File: config.mk
export PLATFORM = sky130hd
export DESIGN_NAME = vrp_ctrl
export DESIGN_NICKNAME = d
export VERILOG_FILES = /design/src/rtl/vrp_pkg.sv /design/src/rtl/vrp_ctrl.sv
export SDC_FILE = /design/constraint.sdc
export NUM_CORES = 1
export LEC_CHECK = 0
export BUFFER_PORTS_ARGS = -buffer_cell sky130_fd_sc_hd__buf_2
export CELL_PAD_IN_SITES_DETAIL_PLACEMENT = 1
export CELL_PAD_IN_SITES_GLOBAL_PLACEMENT = 2
export CORE_ASPECT_RATIO = 1.2
export CORE_MARGIN = 2
export CORE_UTILIZATION = 39
export CTS_CLUSTER_DIAMETER = 80
export CTS_CLUSTER_SIZE = 28
export DETAILED_ROUTE_END_ITERATION = 6
export GPL_TIMING_DRIVEN = 1
export PLACE_DENSITY_LB_ADDON = 0.1
export SLEW_MARGIN = 20
export SYNTH_ARGS = -nofsm -noshare
export SYNTH_HDL_FRONTEND = slang
export SYNTH_SLANG_ARGS = --single-unit
File: constraint.sdc
create_clock -name clk -period 2.5 [get_ports clk]
set_input_delay 0.125 -clock clk [delete_from_list [all_inputs] [get_ports clk]]
set_output_delay 0.125 -clock clk [all_outputs]
set_load 0.005 [all_outputs]
File: src/rtl/vrp_pkg.sv
/*
 * Package for the voice record/playback control block: timing constants,
 * state encoding and the output carrier struct.
 * Assumes a 10 MHz system clock; the sample rate comes from a divider.
 */
package vrp_pkg;

   // ****************************************************************
   // Timing
   // ****************************************************************
   localparam int unsigned CLK_HZ          = 10_000_000;
   localparam int unsigned SAMPLE_HZ_MAX   = 12_000;
   localparam int unsigned SAMPLE_HZ_MIN   = 4_000;
   localparam int unsigned SAMPLE_HZ_DEF   = 8_000;
   localparam int unsigned DEBOUNCE_US     = 20_000;
   localparam int unsigned DEBOUNCE_CYC    = (CLK_HZ / 1_000_000) * DEBOUNCE_US;
   localparam int unsigned BLINK_MS        = 125;
   localparam int unsigned BLINK_CYC       = (CLK_HZ / 1_000) * BLINK_MS;
   localparam int unsigned DIV_MAX_CYC     = CLK_HZ / SAMPLE_HZ_MIN;
   localparam int unsigned DIV_MIN_CYC     = CLK_HZ / SAMPLE_HZ_MAX;
   localparam int unsigned DIV_DEF_CYC     = CLK_HZ / SAMPLE_HZ_DEF;
   localparam int unsigned DIV_W           = 12;
   localparam logic [DIV_W-1:0] DIV_RST    = 12'h4e2;

   // ****************************************************************
   // States and carriers
   // ****************************************************************
   typedef enum logic [2:0] {
      ST_IDLE = 3'h1,
      ST_REC  = 3'h2,
      ST_PLAY = 3'h4
   } vrp_state_t;

   typedef struct packed {
      logic spk_pos;
      logic spk_neg;
      logic spk_oe;
      logic line_oe;
      logic activity_indicator;
   } vrp_out_t;

   localparam logic [4:0] OUT_RST = 5'h01;

endpackage : vrp_pkg

File: src/rtl/vrp_ctrl.sv
/*
 * Control logic of a single-message voice recorder: debounced buttons,
 * record/playback sequencing, sample address counter, end marker, outputs.
 * Assumes the analog cell array sits outside; this block gives it a write
 * strobe, an address and an end-marker write, and reads back the marker.
 */
// Function
// RULE_01: Recording begins when capture_button falls and stays low after debounce.
// RULE_02: Recording ends as soon as capture_button returns high.
// RULE_03: Debounced falling edge on edge_play_button starts playback.
// RULE_04: edge_play_button is debounced on both falling and rising edges.
// RULE_05: Debounced fall of level_play_button starts playback; play only while low.
// RULE_06: Playback stops as soon as level_play_button returns high.
// RULE_07: Speaker outputs are high impedance when idle or recording.
// RULE_08: line_current_out is driven only during playback.
// RULE_09: Indicator is low during record, blinks during playback.
// RULE_10: Sample rate set by rate divisor, limited to 4 to 12 kHz.
// RULE_11: One cell per sample, address advances once per sample period.
// RULE_12: Record has priority; it halts playback and starts at address zero.
// RULE_13: End marker written after last sample on release or full memory.
// RULE_14: Playback runs from address zero until the end marker, then idles.
// RULE_15: A second debounced edge_play_button fall ends edge playback.
`timescale 1ns/10ps
`default_nettype none

module vrp_ctrl #(
   parameter int unsigned ADDR_W       = 16,
   parameter int unsigned DEPTH        = 65536,
   parameter int unsigned DEBOUNCE_CYC = vrp_pkg::DEBOUNCE_CYC,
   parameter int unsigned BLINK_CYC    = vrp_pkg::BLINK_CYC
) (
   input  wire logic                     clk,
   input  wire logic                     arst_n,
   input  wire logic                     capture_button_n,
   input  wire logic                     edge_play_button_n,
   input  wire logic                     level_play_button_n,
   input  wire logic [vrp_pkg::DIV_W-1:0] rate_divisor,
   input  wire logic                     sample_in,
   input  wire logic                     end_marker_seen,
   output logic      [ADDR_W-1:0]        cell_addr,
   output logic                          cell_write,
   output logic                          end_marker_write,
   output logic                          speaker_pos_out,
   output logic                          speaker_neg_out,
   output logic                          speaker_oe,
   output logic                          line_current_out,
   output logic                          line_current_oe,
   output logic                          activity_indicator_n
);

   initial begin
      if (ADDR_W < 1 || ADDR_W > 24 || DEPTH > (1 << ADDR_W) || DEPTH < 2 ||
          DEBOUNCE_CYC < 1 || BLINK_CYC < 1)
         $error("vrp_ctrl: unsupported parameters");
   end

   // ****************************************************************
   // Input synchronisers
   // ****************************************************************
   logic [2:0] sync1_reg;
   logic [2:0] sync2_reg;
   // Reset to the released level, so no false press follows reset

   always_ff @(posedge clk or negedge arst_n) begin
      if (!arst_n) begin
         sync1_reg <= 3'h7;
         sync2_reg <= 3'h7;
      end else begin
         sync1_reg <= {capture_button_n, edge_play_button_n, level_play_button_n};
         sync2_reg <= sync1_reg;
      end
   end

   wire logic cap_raw   = sync2_reg[2];
   wire logic edge_raw  = sync2_reg[1];
   wire logic level_raw = sync2_reg[0];

   // ****************************************************************
   // Debounce: falls need a stable low; only the edge button also
   // filters its rise, the others release at once
   // ****************************************************************
   localparam int unsigned DB_W = $clog2(DEBOUNCE_CYC + 1);
   logic [DB_W-1:0] db_cnt_reg [3];
   logic [2:0]      db_low_reg;
   logic [2:0]      db_raw;
   logic [2:0]      db_slow_rise;

   assign db_raw       = {cap_raw, edge_raw, level_raw};
   assign db_slow_rise = 3'h2; // [RULE_04]

   genvar g;
   generate
      for (g = 0; g < 3; g++) begin : g_db
         always_ff @(posedge clk or negedge arst_n) begin
            if (!arst_n) begin
               db_cnt_reg[g] <= '0;
               db_low_reg[g] <= 1'b0;
            end else if (db_low_reg[g] == !db_raw[g]) begin
               db_cnt_reg[g] <= '0;
            end else if (db_raw[g] && !db_slow_rise[g]) begin
               db_low_reg[g] <= 1'b0;
               db_cnt_reg[g] <= '0;
            end else if (db_cnt_reg[g] == DB_W'(DEBOUNCE_CYC - 1)) begin
               db_low_reg[g] <= !db_raw[g]; // [RULE_01] [RULE_03] [RULE_05]
               db_cnt_reg[g] <= '0;
            end else begin
               db_cnt_reg[g] <= db_cnt_reg[g] + 1'b1;
            end
         end
      end
   endgenerate

   logic [2:0] db_low_d_reg;
   always_ff @(posedge clk or negedge arst_n) begin
      if (!arst_n)
         db_low_d_reg <= 3'h0;
      else
         db_low_d_reg <= db_low_reg;
   end

   wire logic cap_fall   = db_low_reg[2] && !db_low_d_reg[2];
   wire logic cap_low    = db_low_reg[2];
   wire logic edge_fall  = db_low_reg[1] && !db_low_d_reg[1];
   wire logic level_fall = db_low_reg[0] && !db_low_d_reg[0];
   wire logic level_low  = db_low_reg[0];

   // ****************************************************************
   // Sample-rate divider, divisor clamped to the 4..12 kHz range
   // ****************************************************************
   logic [vrp_pkg::DIV_W-1:0] div_lim;
   logic [vrp_pkg::DIV_W-1:0] div_cnt_reg;
   logic                      sample_tick;

   always_comb begin
      div_lim = rate_divisor;
      if (rate_divisor < vrp_pkg::DIV_W'(vrp_pkg::DIV_MIN_CYC))
         div_lim = vrp_pkg::DIV_W'(vrp_pkg::DIV_MIN_CYC); // [RULE_10]
      else if (rate_divisor > vrp_pkg::DIV_W'(vrp_pkg::DIV_MAX_CYC))
         div_lim = vrp_pkg::DIV_W'(vrp_pkg::DIV_MAX_CYC); // [RULE_10]
   end

   assign sample_tick = (div_cnt_reg >= div_lim - 1'b1);

   always_ff @(posedge clk or negedge arst_n) begin
      if (!arst_n)
         div_cnt_reg <= '0;
      else if (sample_tick)
         div_cnt_reg <= '0;
      else
         div_cnt_reg <= div_cnt_reg + 1'b1;
   end

   // ****************************************************************
   // Sequencer
   // ****************************************************************
   vrp_pkg::vrp_state_t state_reg;
   vrp_pkg::vrp_state_t state_next;
   logic                edge_mode_reg;
   logic                edge_mode_next;
   logic                addr_clr;
   logic                rec_end;
   wire logic           mem_full = (cell_addr == ADDR_W'(DEPTH - 1));

   always_comb begin
      state_next     = state_reg;
      edge_mode_next = edge_mode_reg;
      addr_clr       = 1'b0;
      rec_end        = 1'b0;
      case (state_reg)
         vrp_pkg::ST_IDLE: begin
            if (cap_fall) begin
               state_next = vrp_pkg::ST_REC; // [RULE_01]
               addr_clr   = 1'b1;
            end else if (edge_fall || level_fall) begin
               state_next     = vrp_pkg::ST_PLAY; // [RULE_03] [RULE_05]
               edge_mode_next = edge_fall;
               addr_clr       = 1'b1;
            end
         end
         vrp_pkg::ST_REC: begin
            // Release acts on the synchronised level at once, no debounce
            if (!cap_raw) begin
               if (sample_tick && mem_full) begin
                  state_next = vrp_pkg::ST_IDLE; // [RULE_13]
                  rec_end    = 1'b1;
               end
            end else begin
               state_next = vrp_pkg::ST_IDLE; // [RULE_02]
               rec_end    = 1'b1;              // [RULE_13]
            end
         end
         vrp_pkg::ST_PLAY: begin
            if (cap_fall) begin
               state_next = vrp_pkg::ST_REC; // [RULE_12]
               addr_clr   = 1'b1;
            end else if (!edge_mode_reg && !level_low) begin
               state_next = vrp_pkg::ST_IDLE; // [RULE_06]
            end else if (edge_mode_reg && edge_fall) begin
               state_next = vrp_pkg::ST_IDLE; // [RULE_15]
            end else if (sample_tick && (end_marker_seen || mem_full)) begin
               state_next = vrp_pkg::ST_IDLE; // [RULE_14]
            end
         end
         default: state_next = vrp_pkg::ST_IDLE;
      endcase
   end

   always_ff @(posedge clk or negedge arst_n) begin
      if (!arst_n) begin
         state_reg     <= vrp_pkg::ST_IDLE;
         edge_mode_reg <= 1'b0;
      end else begin
         state_reg     <= state_next;
         edge_mode_reg <= edge_mode_next;
      end
   end

   // ****************************************************************
   // Cell address and strobes
   // ****************************************************************
   // In record the address steps after the write strobe, so each sample
   // lands in its own cell and the end marker goes after the last one
   always_ff @(posedge clk or negedge arst_n) begin
      if (!arst_n)
         cell_addr <= '0;
      else if (addr_clr)
         cell_addr <= '0; // [RULE_12] [RULE_14]
      else if (cell_write && !mem_full)
         cell_addr <= cell_addr + 1'b1; // [RULE_11] [RULE_13]
      else if (sample_tick && state_reg == vrp_pkg::ST_PLAY && state_next == state_reg
               && !mem_full)
         cell_addr <= cell_addr + 1'b1; // [RULE_11] [RULE_14]
   end

   always_ff @(posedge clk or negedge arst_n) begin
      if (!arst_n) begin
         cell_write       <= 1'b0;
         end_marker_write <= 1'b0;
      end else begin
         cell_write       <= sample_tick && state_reg == vrp_pkg::ST_REC && !rec_end; // [RULE_11]
         end_marker_write <= rec_end; // [RULE_13]
      end
   end

   // ****************************************************************
   // Outputs: indicator and tri-state enables
   // ****************************************************************
   localparam int unsigned BL_W = $clog2(BLINK_CYC + 1);
   logic [BL_W-1:0] blink_cnt_reg;
   logic            blink_reg;
   vrp_pkg::vrp_out_t out_reg;
   // Blink phase restarts with every playback, so the first flash is full length

   always_ff @(posedge clk or negedge arst_n) begin
      if (!arst_n) begin
         blink_cnt_reg <= '0;
         blink_reg     <= 1'b0;
      end else if (state_reg != vrp_pkg::ST_PLAY) begin
         blink_cnt_reg <= '0;
         blink_reg     <= 1'b0;
      end else if (blink_cnt_reg == BL_W'(BLINK_CYC - 1)) begin
         blink_cnt_reg <= '0;
         blink_reg     <= !blink_reg; // [RULE_09]
      end else begin
         blink_cnt_reg <= blink_cnt_reg + 1'b1;
      end
   end

   always_ff @(posedge clk or negedge arst_n) begin
      if (!arst_n) begin
         out_reg <= vrp_pkg::OUT_RST;
      end else begin
         out_reg.spk_oe  <= state_next == vrp_pkg::ST_PLAY; // [RULE_07]
         out_reg.line_oe <= state_next == vrp_pkg::ST_PLAY; // [RULE_08]
         out_reg.spk_pos <= (state_next == vrp_pkg::ST_PLAY) && sample_in;
         out_reg.spk_neg <= (state_next == vrp_pkg::ST_PLAY) && !sample_in;
         if (state_next == vrp_pkg::ST_REC)
            out_reg.activity_indicator <= 1'b0; // [RULE_09]
         else if (state_next == vrp_pkg::ST_PLAY)
            out_reg.activity_indicator <= blink_reg; // [RULE_09]
         else
            out_reg.activity_indicator <= 1'b1;
      end
   end

   // Line output carries the same sample as the speaker pair
   logic line_reg;
   always_ff @(posedge clk or negedge arst_n) begin
      if (!arst_n)
         line_reg <= 1'b0;
      else
         line_reg <= (state_next == vrp_pkg::ST_PLAY) && sample_in; // [RULE_08]
   end

   assign speaker_pos_out      = out_reg.spk_pos;
   assign speaker_neg_out      = out_reg.spk_neg;
   assign speaker_oe           = out_reg.spk_oe;
   assign line_current_oe      = out_reg.line_oe;
   assign line_current_out     = line_reg;
   assign activity_indicator_n = out_reg.activity_indicator;

endmodule : vrp_ctrl

`default_nettype wire

==> flow_metrics.py, run 1 <==
metrics = {
    "outcome": {
        "status": "finished, violations left",
        "violations": "negative setup slack",
    },
    "power": {
        "power_frac_comb_pct": 15.0,
        "total_power_mw": 5.68,
        "p_leak_nw": 3.85,
        "power_switching_mw": 1.41,
        "switching_share_pct": 24.9,
        "pwr-share-clk_pct": 45.7,
        "power.share.sequential_pct": 39.3,
        "p_per_area_mw_per_mm2": 655,
        "p_int_mw": 4.27,
        "irDropWorstVdd_mv": 0.470,
    },
    "placement": {
        "pre_cts_slack_ns": -1.35,
        "gp_congestion": 0.766,
        "io_buffers": 42,
        "dpl.cell_count": 953,
        "place_hpwl_mm": 11.1,
    },
    "clock_network": {
        "cts_root_buf": "clkbuf_16",
        "numCtsBuffers": 17,
        "htreeDepth": 4,
        "cts.clk_slew.worst_paths_ns": 0.05,
        "cts_tree": "done",
        "clkSinkCount": 126,
        "clk_latency_ns": 0.42,
        "cts_buffer_depth": 2,
    },
    "synth": {
        "yosysWarnings": 0,
        "ys_ff_latch": 126,
        "synthTopCellsByArea": "dfrtp_1 (45%), xor2_1 (7.3%), nor2_1 (6.7%)",
        "synth_top_area_share_pct": 45.3,
        "synth_flop_cell": "dfrtp_1",
        "synth_area_per_cell_sq_um": 9.65,
        "syn_nets": 713,
        "syn_inst": 675,
        "synth-edff-count": 0,
        "async_reset_ff_share_pct": 100,
        "ys_seq_area_share_pct": 48.6,
        "synth_cell_types": 58,
        "synth_largest_area_cell": "dfrtp_1",
        "synth_most_common_cell": "dfrtp_1",
        "mappedNetlistArea_sq_mm": 0.00651,
        "synth_common_cells": "dfrtp_1 (118), nor2_1 (116), xor2_1 (54)",
    },
    "drt": {
        "drtPass1Iterations": 4,
        "wire_per_inst_um": 16.5,
        "avgViaCountPerCell": 5.34,
        "first_iter_violations": 179,
        "ant_nets": 0,
        "drt_wl_total_mm": 16.8,
        "vias": 5414,
        "drc": 0,
    },
    "job": {
        "drv_cap": 0,
    },
    "setup_path": {
        "cp_common_cell": "a21oi_2",
        "ff2ff_path_depth": 8,
        "path_class": "primary input to flop",
        "critPathLaunchType": "primary input",
        "r2r_start": "cell_addr[1]",
        "critPathSlowestCell": "a311o_2",
        "worstSetupEndpointType": "flop",
        "slowest_delay_ns": 0.42,
        "crit_arrival_ns": 3.77,
        "worstPathMaxFanout": 7,
        "rrSetupSlack_ns": -0.22,
        "critical_path_required_ns": 2.80,
        "r2r-end": "end_marker_write",
        "crit_path_cell_trace": "buf_8 -> nor4_4 -> a21boi_1 -> o211ai_1 -> a21oi_2 -> nand2_1 -> ha_2 -> nand2_4 -> nor3_4 -> nand4b_1 -> a31oi_1 -> ha_1 -> a21oi_2 -> a21boi_2 -> o311a_1 -> a311o_2 -> nand3_2 -> mux2_4",
    },
    "cells_and_area": {
        "drive_above_1_share_pct": 27.8,
        "num-nets-final": 827,
        "fin_cells": 1014,
        "syn_to_final_growth_pct": 33.1,
        "antenna_cells": 0,
        "largest_reg_flops": 54,
    },
    "floorplanning": {
        "die_w_um": 122,
        "die_area_sq_mm": 0.0178,
        "start_util_pct": 40.0,
        "row_count": 51,
        "core_area_sq_mm": 0.0163,
        "fp.dieH_um": 146,
        "ios": 43,
    },
    "timing": {
        "max_freq_ghz": 0.289,
        "fin_ws_ns": -0.966,
        "skew_ns": 0.00929,
        "hold_viol": 0,
        "finalSetupTns_ns": -31.21,
        "period_minus_slack_ns": 3.47,
        "maxSlewHeadroom_pct": 49.1,
        "rsz0062_at_grt": "yes",
        "tightest_slew_ns": 0.760,
        "holdWs_ns": 0.184,
        "period_share_pct": 139,
        "setup_viol_count_final": 37,
        "slew_viol_final": 0,
    },
    "global_route": {
        "grt_pass1_wl_mm": 28.6,
        "antenna_found_initial": 0,
        "groute.usage.overall_pct": 20.1,
        "grt_max_degree": 48,
        "grt_overflow": 0,
        "grt_pass1_vias": 5927,
    },
    "min_path": {
        "min_from": "end_marker_seen",
        "holdPathEnd": "state_reg[2]",
        "hold_path.class": "primary input to flop",
        "whs_path_depth": 4,
    },
}
==> logic make-up after synthesis <==
kind of cell | count (synthesis) | synth area share (%)
buffers and inverters | 38 | 2.46
DFF | 126 | 48.6
adders and majority gates | 19 | 3.65
and+or+nand+nor | 321 | 24.6
AOI/OAI and AO/OA | 86 | 9.18
xor gates and xnor gates | 83 | 11.2
muxes | 2 | 0.346
==> critical path: cells and delay by family <==
kind                       cells  cell delay [ns]
AOI/OAI and AO/OA              8             1.83
adders and majority gates      2             0.51
buffers and inverters          1             0.10
muxes                          1             0.30
and+or+nand+nor                6             0.92
==> worst max-delay path by stage <==
stage,depth (start not counted),slack [ns],start,end
final,18,-0.97,rate_divisor[2],cell_addr[4]
after global routing,18,-1.11,rate_divisor[2],cell_addr[4]
after CTS,18,-0.80,rate_divisor[3],cell_addr[4]
after detailed placement,18,-1.35,rate_divisor[1],cell_addr[4]
after global placement,18,-1.16,rate_divisor[1],cell_addr[4]
after floorplan,17,-1.0,rate_divisor[1],cell_addr[4]
==> what timing repair did <==
item | CTS | global route
cloned | 3 | 0
endpoints found under the hold margin | 47 | 0
gates resized for setup | 60 | 45
hold buffers | 5 | 0
setup buffers | 11 | 12
endpoints found under the setup margin | 37 | 37
pin swaps | 49 | 31
==> per-layer routing <==
layer  vias to the layer above  global-route usage (%)  part of all wire, %  wire [um]
li1                       2599                       -                    -          -
met4                         0                    6.32                  1.5        255
met5                         -                       0                    0          0
met2                        71                    35.6                   54       9020
met1                      2723                    24.1                   42       6990
met3                        21                    4.23                  2.9        490
==> through the flow <==
step | instance area [sq um] | util, %
3_3_place_gp | 7330 | 45.0
6_report | 8670 | 53.3
3_5_place_dp | 7330 | 45.0
2_1_floorplan | 6580 | -
5_1_grt | 8670 | 53.3
4_1_cts | 8370 | 51.5
==> power by group through the flow <==
| stage | logic [mW] | registers, mW | clock network [mW] |
|---|---|---|---|
| after floorplan | 0.371 | 2.23 | 0 |
| after global placement | 0.588 | 2.25 | 0 |
| after detailed placement | 0.621 | 2.26 | 0 |
| after CTS | 0.828 | 2.23 | 2.65 |
| after global routing | 0.950 | 2.24 | 2.76 |
| final | 0.853 | 2.23 | 2.59 |
==> final cells by class <==
type	instances	area, sq um
multi-input cells	511	3640
flip-flops and latches	126	3160
inverters	17	63.8
clock inverters	5	100
repair buffers	116	916
clock buffers	27	523
well taps	212	265
fillers	1800	7600
==> cells in the final DEF, fill, tap and decap left out, types with 4 or more instances in the layout <==
master         netlist  routed
xor2_1              54      54
buf_4                2      55
clkbuf_1            16       4
a21oi_2              0      15
dfstp_2              8       8
nand3_1             53      51
nor2b_1              8       8
clkbuf_8             0       6
nand2b_1             5       5
nor3_1              12       8
xnor2_1             29      29
ha_1                19      18
o21ai_4              0       4
nor2_4               0       7
inv_1               17      17
buf_2                2      39
dlygate4sd3_1        0       5
o31ai_4              0       7
or4_1                9       6
o21ai_0             10       6
nand2_1             37      36
a31oi_1              4       4
and2_1               6       5
nor4_1               7       6
nand4_1             13      13
nor2_1             116     107
and3_1              29      29
and4_1               6       6
clkbuf_16            0      17
buf_6                1      10
a21oi_1             28      12
dfrtp_1            118     118
Note: power is estimated with default switching activity, not from simulation.
==> run 2: changes to the inputs <==
Settings changed: ABC_AREA from default to 1, CORE_UTILIZATION 39 to 37.
==> run 2 against run 1 <==
- power is 4.5% lower
- critical path type unchanged
- worst setup slack better by 0.78 ns
- flip-flop and latch count stayed put
- the flow still finishes with violations (negative setup slack)
- fmax is 29% higher
- global-route usage is 0.083 points higher
==> flow_metrics.py, run 2 <==
metrics = {
    "outcome": {
        "status": "finished, violations left",
        "violations": "negative setup slack",
    },
    "floorplanning": {
        "start_util_pct": 37.7,
        "die_w_um": 130,
        "ios": 43,
        "row_count": 55,
        "die_area_sq_mm": 0.0203,
        "fp.dieH_um": 156,
        "core_area_sq_mm": 0.0188,
    },
    "drt": {
        "avgViaCountPerCell": 4.93,
        "vias": 6372,
        "ant_nets": 0,
        "drt_wl_total_mm": 19.4,
        "routed-wl-met2_mm": 10.6,
        "dr_wl_met3_um": 456,
        "drc": 0,
        "wl_met1_mm": 8.17,
        "drtPass1Iterations": 4,
        "top_layer_used": "met4",
        "first_iter_violations": 164,
        "wire_per_inst_um": 15.0,
    },
    "synth": {
        "synth_flop_cell": "dfrtp_1",
        "synth_largest_area_cell": "dfrtp_1",
        "synth_cell_types": 41,
        "async_reset_ff_share_pct": 100,
        "yosysWarnings": 0,
        "synthTopCellsByArea": "dfrtp_1 (42%), nand2_1 (9.5%), nor2_1 (7.7%)",
        "synth_common_cells": "nand2_1 (179), nor2_1 (146), dfrtp_1 (118)",
        "syn_nets": 945,
        "synth-edff-count": 0,
        "synth_most_common_cell": "nand2_1",
        "syn_inst": 907,
        "ys_seq_area_share_pct": 44.7,
        "mappedNetlistArea_sq_mm": 0.00708,
        "synth_area_per_cell_sq_um": 7.81,
        "synth_top_area_share_pct": 41.7,
        "ys_ff_latch": 126,
    },
    "placement": {
        "gp_congestion": 0.848,
        "io_buffers": 42,
        "place_area_sq_mm": 0.00793,
        "place_hpwl_mm": 13.8,
    },
    "timing": {
        "period_share_pct": 108,
        "finalSetupTns_ns": -2.93,
        "slew_viol_final": 0,
        "hold_viol": 0,
        "maxSlewHeadroom_pct": 59.0,
        "skew_ns": 0.00846,
        "setup_viol_count_final": 20,
        "rsz0062_at_grt": "yes",
        "max_freq_ghz": 0.372,
        "period_minus_slack_ns": 2.69,
        "fin_ws_ns": -0.189,
        "tightest_slew_ns": 0.611,
    },
    "setup_path": {
        "r2r_start": "cell_addr[0]",
        "path_class": "primary input to flop",
        "critical_path_required_ns": 2.81,
        "ff2ff_path_depth": 10,
        "critPathLaunchType": "primary input",
        "rrSetupSlack_ns": 0.28,
        "crit_arrival_ns": 3.00,
        "worstSetupEndpointType": "flop",
        "r2r-end": "cell_addr[5]",
        "worstPathMaxFanout": 7,
    },
    "global_route": {
        "grt_pass1_vias": 6916,
        "grt_max_degree": 53,
        "grt_overflow": 0,
        "antenna_found_initial": 0,
        "grt_pass1_wl_mm": 32.6,
        "groute.usage.overall_pct": 20.2,
    },
    "cells_and_area": {
        "antenna_cells": 0,
        "syn_to_final_growth_pct": 29.7,
        "largest_reg_flops": 54,
        "final_common_cell": "nand2_1",
        "final_cell_mix": "nand2_1 (153), nor2_1 (134), dfrtp_1 (118)",
        "drive_above_1_share_pct": 24.8,
        "fin_area_sq_mm": 0.00918,
        "num-nets-final": 1062,
        "fillers": 2283,
        "fin_util_pct": 48.9,
    },
    "min_path": {
        "hold_path.class": "primary input to asynchronous set/reset pin",
    },
    "clock_network": {
        "cts_root_buf": "clkbuf_16",
        "numCtsBuffers": 17,
        "clk_latency_ns": 0.42,
        "cts.clk_slew.worst_paths_ns": 0.06,
        "cts_buffer_depth": 2,
        "htreeDepth": 4,
        "cts_tree": "done",
        "clkSinkCount": 126,
    },
    "power": {
        "irDropWorstVdd_mv": 0.497,
        "p_per_area_mw_per_mm2": 591,
        "p_leak_nw": 4.15,
    },
    "job": {
        "drv_cap": 0,
    },
}
run 2: cell types whose count changed after synthesis, moves of 8 or more:
cell / previous run / this run
and3_1: 29 / 1
clkbuf_1: 16 / 1
inv_1: 17 / 114
o31ai_1: 10 / 0
o21ai_0: 10 / 34
nor3_1: 12 / 35
nand2_1: 37 / 179
xor2_1: 54 / 31
or4_1: 9 / 0
xnor2_1: 29 / 16
nand2_2: 0 / 13
nor2b_1: 8 / 0
nand3_1: 53 / 68
nor2_1: 116 / 146
run 2: area by class of cell:
type                       instances  area, sq um  area share (%)
clock buffer                      19          443            4.82
inverter                         121          472            5.14
clock inverter                    13          143            1.55
sequential                       126         3160            34.5
timing repair buffer             109          878            9.57
multi-input combinational        649         3760            41.0
tap                              256          320            3.49
run 2: per-stage QoR:
step           worst slack, ns  power [mW]  hold WS (ns)  instances
2_1_floorplan           -0.211        2.64        -0.171        907
5_1_grt                 -0.437        5.71         0.250       1293
3_5_place_dp            -0.670        2.91         0.134       1237
4_1_cts                -0.0629        5.46         0.231       1289
6_report                -0.189        5.42         0.217       1293
3_3_place_gp            -0.545        2.86         0.129       1237
run 2: timing repair:
action                     in CTS  in global routing
hold buffers                    5                  0
setup endpoints to repair      19                 35
buffers inserted               13                  6
resized for setup              52                 52
hold endpoints to repair       37                  0
cloned                          2                  0
pin swaps                      24                 46
run 2: logic make-up after synthesis:
group | share of synthesized area [%]
AO/OA/AOI/OAI | 6.47
XOR/XNOR | 5.81
adder cells (fa/ha/maj) | 3.36
buffers and inverters | 7.51
flip-flops | 44.7
AND/OR/NAND/NOR | 32.2
run 2: worst max path at each step:
stage | cells after the start | to | start
after floorplan | 28 | cell_addr[9] | rate_divisor[4]
after global placement | 30 | cell_addr[15] | rate_divisor[4]
after detailed placement | 29 | cell_addr[15] | rate_divisor[4]
after CTS | 27 | cell_addr[15] | rate_divisor[10]
after global routing | 27 | cell_addr[8] | rate_divisor[11]
final | 28 | cell_addr[5] | rate_divisor[0]
run 2: layer usage:
metal,up-vias,track usage [%]
li1,3163,-
met3,19,4.26
met4,0,5.53
met1,3146,23.1
met5,-,0
met2,44,37.6
run 2: worst max-delay path, stage by stage:
cell     delay [ns]
buf_2          0.12
o21ai_1        0.17
nand2_1        0.08
nand2_1        0.09
nand2_2        0.08
nand2_4        0.15
nand2_4        0.07
nand2_4        0.08
nand2_2        0.06
nor2_4         0.12
nand2_1        0.07
xor2_1         0.14
ha_1           0.31
buf_4          0.14
nand2_1        0.05
nand2_1        0.05
nand2_1        0.05
nand3_1        0.07
nor2_1         0.12
nand2_2        0.10
nand2_2        0.09
nand2_2        0.06
nand3_2        0.08
nand2_4        0.10
buf_12         0.15
buf_8          0.13
nand3_2        0.07
nand2_2        0.05
run 2: where the power goes:
part	switching, mW	leakage (nW)	total (mW)	internal (mW)
clock network	0.966	0.272	2.46	1.50
registers	0.103	1.71	2.24	2.13
logic	0.403	2.17	0.724	0.321
